## config.mk

```make
export PLATFORM = sky130hd
export DESIGN_NAME = legacy_bus_cycle_signaling
export DESIGN_NICKNAME = d
export VERILOG_FILES = /design/src/bus_signal_pkg.sv /design/src/legacy_bus_cycle_signaling.sv
export VERILOG_INCLUDE_DIRS = /design/src
export SDC_FILE = /design/constraint.sdc
export NUM_CORES = 1
export LEC_CHECK = 0
export BUFFER_PORTS_ARGS = -buffer_cell sky130_fd_sc_hd__buf_2
export CAP_MARGIN = 20
export CORE_AREA = 2 2 39 41
export CTS_CLUSTER_DIAMETER = 60
export DETAILED_ROUTE_END_ITERATION = 10
export DIE_AREA = 0 0 41 43
export GPL_TIMING_DRIVEN = 1
export SYNTH_ARGS = -nofsm -noshare
export SYNTH_HDL_FRONTEND = slang
export SYNTH_SLANG_ARGS = --single-unit
```

## constraint.sdc

```tcl
create_clock -name clk -period 0.8 [get_ports clk]
set_input_delay 0.08 -clock clk [delete_from_list [all_inputs] [get_ports clk]]
set_output_delay 0.08 -clock clk [all_outputs]
set_load 0.01 [all_outputs]
```

## src/bus_signal_cfg.svh

```systemverilog
`ifndef BUS_SIGNAL_CFG_SVH
`define BUS_SIGNAL_CFG_SVH
// Overview of operation
// - Address-enable flag is high for the whole of every DMA cycle.
// - Address-enable flag is also high during refresh cycles this device starts.
// - Both outputs float in reset, then drive low, and low in power-on suspend.
// - Latch strobe marks system address, upper address and byte-high enable valid.
// - Latch strobe stays high through whole DMA and external master cycles.
// - Channel check raises an interrupt request only while generation is enabled.
`define SYNC_STAGES 2
`define NMI_RESET 1'b0
`define GPI_RESET 1'b0
`endif

```

## src/bus_signal_pkg.sv

```systemverilog
package bus_signal_pkg;
   typedef enum logic [1:0] {
      ST_RESET = 2'b00,
      ST_IDLE = 2'b01,
      ST_ACTIVE = 2'b10,
      ST_SUSPEND = 2'b11
   } drive_state_t;
endpackage

```

## src/legacy_bus_cycle_signaling.sv

```systemverilog
`timescale 1ns/1ns
`include "bus_signal_cfg.svh"
module legacy_bus_cycle_signaling (
   // Clock and reset.
   input wire logic clk,
   input wire logic arst_n,
   // Cycle indications from the bus sequencer.
   input wire logic dma_cycle,
   input wire logic refresh_cycle,
   input wire logic master_cycle,
   input wire logic addr_valid,
   input wire logic power_on_suspend,
   // Error input and controls.
   input wire logic channel_check_n,
   input wire logic nmi_enable,
   input wire logic reduced_io_bus_option,
   input wire logic nmi_clear,
   // Bus outputs with enables.
   output logic addr_enable_dma_flag,
   output logic addr_enable_dma_flag_oe,
   output logic addr_latch_strobe,
   output logic addr_latch_strobe_oe,
   output bus_signal_pkg::drive_state_t drive_state,
   // Processor side.
   output logic nmi_request,
   output logic general_input_zero
);
   import bus_signal_pkg::*;

   logic [`SYNC_STAGES-1:0] chk_sync;
   logic chk_active;
   logic next_aen;
   logic next_ale;

   // ----------------------------------------------------------------
   // Cycle decoding
   // ----------------------------------------------------------------
   // Suspend overrides every cycle indication, so both bus outputs pass through this gate.
   function automatic logic gate_by_suspend(input logic suspend, input logic cycle_hit);
      return !suspend && cycle_hit;
   endfunction

   // ----------------------------------------------------------------
   // Drive state
   // ----------------------------------------------------------------
   always_ff @(posedge clk or negedge arst_n) begin
      if (!arst_n) begin
         drive_state <= ST_RESET;
      end else if (power_on_suspend) begin
         drive_state <= ST_SUSPEND;
      end else if (dma_cycle || refresh_cycle || master_cycle || addr_valid) begin
         drive_state <= ST_ACTIVE;
      end else begin
         drive_state <= ST_IDLE;
      end
   end

   // ----------------------------------------------------------------
   // Address enable and latch strobe
   // ----------------------------------------------------------------
   always_comb begin
      next_aen = gate_by_suspend(power_on_suspend, dma_cycle || refresh_cycle);
      next_ale = gate_by_suspend(power_on_suspend,
         addr_valid || dma_cycle || master_cycle);
   end

   always_ff @(posedge clk or negedge arst_n) begin
      if (!arst_n) begin
         // Both pins float while reset holds, as their enables are low.
         addr_enable_dma_flag <= 1'b0;
         addr_enable_dma_flag_oe <= 1'b0;
         addr_latch_strobe <= 1'b0;
         addr_latch_strobe_oe <= 1'b0;
      end else begin
         addr_enable_dma_flag <= next_aen;
         addr_enable_dma_flag_oe <= 1'b1;
         addr_latch_strobe <= next_ale;
         addr_latch_strobe_oe <= 1'b1;
      end
   end

   // ----------------------------------------------------------------
   // Channel check
   // ----------------------------------------------------------------
   always_ff @(posedge clk or negedge arst_n) begin
      if (!arst_n) begin
         // The idle-high reset value keeps a false event from following reset.
         chk_sync <= '1;
      end else begin
         chk_sync <= {chk_sync[`SYNC_STAGES-2:0], channel_check_n};
      end
   end

   assign chk_active = !chk_sync[`SYNC_STAGES-1];

   always_ff @(posedge clk or negedge arst_n) begin
      if (!arst_n) begin
         nmi_request <= `NMI_RESET;
      end else if (chk_active && nmi_enable && !reduced_io_bus_option) begin
         // The event is tested first, so it wins over a clear in the same cycle.
         nmi_request <= 1'b1;
      end else if (nmi_clear) begin
         nmi_request <= 1'b0;
      end
   end

   always_ff @(posedge clk or negedge arst_n) begin
      if (!arst_n) begin
         general_input_zero <= `GPI_RESET;
      end else begin
         // Outside the reduced option the pin is an error source only.
         general_input_zero <= reduced_io_bus_option ? chk_sync[`SYNC_STAGES-1] : 1'b0;
      end
   end

   // ----------------------------------------------------------------
   // Checks
   // ----------------------------------------------------------------
   // All checks are cut off while reset holds, as the pins float then.
   a_dma_aen_high: assert property (@(posedge clk) disable iff (!arst_n)
      dma_cycle && !power_on_suspend
      |=> addr_enable_dma_flag)
      else $error("address enable low in DMA cycle");

   a_refresh_aen_high: assert property (@(posedge clk) disable iff (!arst_n)
      refresh_cycle && !power_on_suspend
      |=> addr_enable_dma_flag)
      else $error("address enable low in refresh cycle");

   a_quiet_aen_low: assert property (@(posedge clk) disable iff (!arst_n)
      !dma_cycle && !refresh_cycle
      |=> !addr_enable_dma_flag)
      else $error("address enable high outside DMA and refresh");

   a_outputs_driven: assert property (@(posedge clk) disable iff (!arst_n)
      1'b1
      |=> addr_enable_dma_flag_oe && addr_latch_strobe_oe)
      else $error("bus outputs not driven after reset");

   a_suspend_low: assert property (@(posedge clk) disable iff (!arst_n)
      power_on_suspend
      |=> !addr_enable_dma_flag && !addr_latch_strobe && addr_latch_strobe_oe)
      else $error("outputs not low in suspend");

   a_state_suspend: assert property (@(posedge clk) disable iff (!arst_n)
      power_on_suspend
      |=> drive_state == ST_SUSPEND)
      else $error("drive state not suspend");

   a_state_active: assert property (@(posedge clk) disable iff (!arst_n)
      !power_on_suspend && (dma_cycle || refresh_cycle || master_cycle || addr_valid)
      |=> drive_state == ST_ACTIVE)
      else $error("drive state not active in a cycle");

   a_state_idle: assert property (@(posedge clk) disable iff (!arst_n)
      !power_on_suspend && !(dma_cycle || refresh_cycle || master_cycle || addr_valid)
      |=> drive_state == ST_IDLE)
      else $error("drive state not idle between cycles");

   a_valid_strobe: assert property (@(posedge clk) disable iff (!arst_n)
      addr_valid && !power_on_suspend
      |=> addr_latch_strobe)
      else $error("strobe missing for valid address");

   a_quiet_strobe_low: assert property (@(posedge clk) disable iff (!arst_n)
      !addr_valid && !dma_cycle && !master_cycle
      |=> !addr_latch_strobe)
      else $error("strobe high with no valid address");

   a_dma_strobe: assert property (@(posedge clk) disable iff (!arst_n)
      dma_cycle && !power_on_suspend
      |=> addr_latch_strobe)
      else $error("strobe dropped in DMA cycle");

   a_master_strobe: assert property (@(posedge clk) disable iff (!arst_n)
      (master_cycle && !power_on_suspend)[*2]
      |=> addr_latch_strobe)
      else $error("strobe dropped in master cycle");

   a_sync_latency: assert property (@(posedge clk) disable iff (!arst_n)
      !channel_check_n
      |-> ##2 chk_active)
      else $error("channel check not seen two cycles later");

   a_nmi_raise: assert property (@(posedge clk) disable iff (!arst_n)
      !channel_check_n && nmi_enable && !reduced_io_bus_option
      ##1 nmi_enable && !reduced_io_bus_option
      ##1 nmi_enable && !reduced_io_bus_option |=> nmi_request)
      else $error("no interrupt request on channel check");

   a_nmi_set: assert property (@(posedge clk) disable iff (!arst_n)
      chk_active && nmi_enable && !reduced_io_bus_option
      |=> nmi_request)
      else $error("channel check event not latched");

   a_nmi_gated: assert property (@(posedge clk) disable iff (!arst_n)
      !nmi_request && (!nmi_enable || reduced_io_bus_option)
      |=> !nmi_request)
      else $error("interrupt request while disabled");

   a_nmi_pending: assert property (@(posedge clk) disable iff (!arst_n)
      nmi_request && !nmi_clear
      |=> nmi_request)
      else $error("interrupt request dropped without clear");

   a_nmi_clear: assert property (@(posedge clk) disable iff (!arst_n)
      nmi_clear && !(chk_active && nmi_enable && !reduced_io_bus_option)
      |=> !nmi_request)
      else $error("interrupt request not cleared");

   a_gpi_high: assert property (@(posedge clk) disable iff (!arst_n)
      reduced_io_bus_option && chk_sync[`SYNC_STAGES-1]
      |=> general_input_zero)
      else $error("general input low with pin high");

   a_gpi_low: assert property (@(posedge clk) disable iff (!arst_n)
      reduced_io_bus_option && !chk_sync[`SYNC_STAGES-1]
      |=> !general_input_zero)
      else $error("general input high with pin low");

   a_gpi_off: assert property (@(posedge clk) disable iff (!arst_n)
      !reduced_io_bus_option
      |=> !general_input_zero)
      else $error("general input set outside reduced option");

endmodule

```

==> results_dict.tcl <==
set metrics [dict create \
    crit_chain "buf_2" \
    grt_pass1_wl_um 959 \
    netlist_area_um2 303 \
    clkTransAtPathRegs_ns 0.06 \
    yosysSeqAreaShare 0.752 \
    areaGrowthSynthToFinish_pct 61.2 \
    clockRootBuffer "clkbuf_4" \
    synth_top_area_cell "dfrtp_1" \
    post-cts-setup-buffers 0 \
    slowest_delay_ns 0.37 \
    cp-start-kind "flop" \
    gp_congestion 0.593 \
    status "finished, violations left" \
    synth-seq-cells 9 \
    critPathKind "reg -> out" \
    fillers 140 \
    p_per_area_nw_per_um2 1930 \
    drive_gt1_frac 0.500 \
    setup_violations 8 \
    hold_viol 0 \
    hold_depth 2 \
    start_util 0.219 \
    hp-start "reduced_io_bus_option" \
    required_ns 0.72 \
    finalClockSkew_ns 0.00329 \
    worstSetupPathDepth 1 \
    grt_start_max_net_pins 10 \
    htreeDepth 1 \
    syn_inst 22 \
    nets 60 \
    worstReg2RegEnd "nmi_request$_DFFE_PN0P_" \
    insertion_delay_ns 0.26 \
    via_count 246 \
    routed_wl_um 528 \
    dpl_worst_slack_ns 0.0878 \
    layout_min_cycle_time_ns 0.844 \
    end_kind "output port" \
    design_area_um2 488 \
    timing.hold.ws_ns 0.0142 \
    fin_crit_sh 1.06 \
    reg2regPathDepth 1 \
    finalPower_w 0.000944 \
    port_buffers 18 \
    path_buf_inv 1 \
    die_width_um 41 \
    tritoncts "built" \
    die_y_um 43 \
    crit_fanout 2 \
    core_um2 1380 \
    io_pins 19 \
    drt_first_iter_violations 0 \
    synth_top_area_frac 0.579 \
    ant_nets 0 \
    maxCapViolations 0 \
    overflow 0 \
    drc_errors 0 \
    grt_pass1_vias 237 \
    track_usage 0.0876 \
    cts_buffers 3 \
    vias_per_cell 3.84 \
    antenna_found_initial 0 \
    regToRegStartpoint "chk_sync[1]$_DFF_PN1_" \
    worstHoldEndpoint "nmi_request$_DFFE_PN0P_" \
    diodes 0 \
    rsz0062_at_grt "yes" \
    clock.fmax_mhz 1180 \
    yosys-top-cells-area "dfrtp_1 (58%), dfstp_2 (17%), nor4_2 (4.1%), nor2_1 (3.7%), o32ai_1 (2.9%)" \
    setup_ws_ns -0.0442 \
    ys_warn_count 0 \
    critPathTopFamily "flip-flops" \
    die_area_um2 1760 \
    row_count 14 \
    cts_sinks 9 \
    synth_fp_nets 33 \
    syn-mean-instance-area_um2 13.8 \
    hold_path_class "in -> reg" \
    vdd_drop_max_uv 1070 \
    place_area_um2 405 \
    leakage_nw 0.238 \
    crit_path_top_delay_cell "dfrtp_1" \
    rrSetupSlack_ns 0.08 \
    violations "setup timing" \
    synth.distinct_cells 12 \
    finalMaxSlewViolations 0 \
    cts_buffer_depth 2 \
    wl_per_cell_um 8.25 \
    critPathArrivalTime_ns 0.76 \
    first_pass_iters 1 \
]
## state kept, by name, indices dropped and copies added (netlist names)
signal / cells
nmi_request: 1
drive_state: 2
addr_enable_dma_flag: 1
addr_latch_strobe_oe: 1
general_input_zero: 1
chk_sync: 2
addr_latch_strobe: 1
## logic make-up (layout without fill, tap and decap cells)
family          Yosys count  in the layout  synth area share
compound gates            1              1            0.0289
buf+inv                   3             29            0.0496
other cells               1              1            0.0124
simple gates              8              8             0.157
flops                     9              9             0.752
## cells in the mapped netlist
library cell  number
nand2b_1           1
o32ai_1            1
conb_1             1
buf_4              1
dfrtp_1            7
or2_1              1
dfstp_2            2
nor2_1             3
and2_1             1
nor3_1             1
inv_1              2
nor4_2             1
## per-layer routing
metal | track usage | up-vias | routed length [um]
li1 | - | 118 | -
met3 | 0.0942 | 0 | 90
met1 | 0.0909 | 110 | 196
met5 | 0 | - | 0
met4 | 0.0200 | 0 | 0
met2 | 0.119 | 18 | 241
## power by group
group	internal [W]	leakage (nW)	switching [W]
combinational	0.0000613	0.120	0.0000502
clock	0.000192	0.0150	0.000150
sequential	0.000484	0.103	0.00000732
## through the flow
step                      setup TNS [ns]  utilization  std cells
after floorplan                        0            -         22
after global placement                 0        0.293         55
after detailed placement               0        0.293         55
after CTS                         -0.327        0.334         62
after global routing              -0.596        0.353         64
final                             -0.223        0.353         64
## cells in the final DEF (no fill, tap or decap), drive strengths merged
master       instances
buf                 18
dfrtp                7
dlygate4sd3          5
clkbuf               4
nor2                 3
inv                  2
dfstp                2
nor4                 1
or2                  1
nor3                 1
and2                 1
nand2b               1
o32ai                1
conb                 1
## worst max-delay path by stage
stage / to / slack, ns / start
after floorplan: nmi_request$_DFFE_PN0P_ / 0.10 / chk_sync[1]$_DFF_PN1_
after global placement: nmi_request$_DFFE_PN0P_ / 0.10 / chk_sync[1]$_DFF_PN1_
after detailed placement: nmi_request$_DFFE_PN0P_ / 0.09 / chk_sync[1]$_DFF_PN1_
after CTS: addr_enable_dma_flag_oe / -0.06 / addr_latch_strobe_oe$_DFF_PN0_
after global routing: addr_latch_strobe_oe / -0.09 / addr_latch_strobe_oe$_DFF_PN0_
final: addr_latch_strobe_oe / -0.04 / addr_latch_strobe_oe$_DFF_PN0_
## final cells by class
cell class / count / area [um2] / share of cell area
flip-flops and latches: 9 / 228 / 0.467
clock buffers: 4 / 26.3 / 0.0538
well taps: 16 / 20.0 / 0.0410
repair buffers: 23 / 146 / 0.300
multi-input cells: 10 / 60.1 / 0.123
inverters: 2 / 7.51 / 0.0154
## repair_timing
| item | CTS | global route |
|---|---|---|
| hold endpoints to repair | 11 | 1 |
| setup endpoints to repair | 8 | 8 |
| resized for setup | 0 | 1 |
| hold buffers | 3 | 2 |
Note: power is estimated with default switching activity, not from simulation.
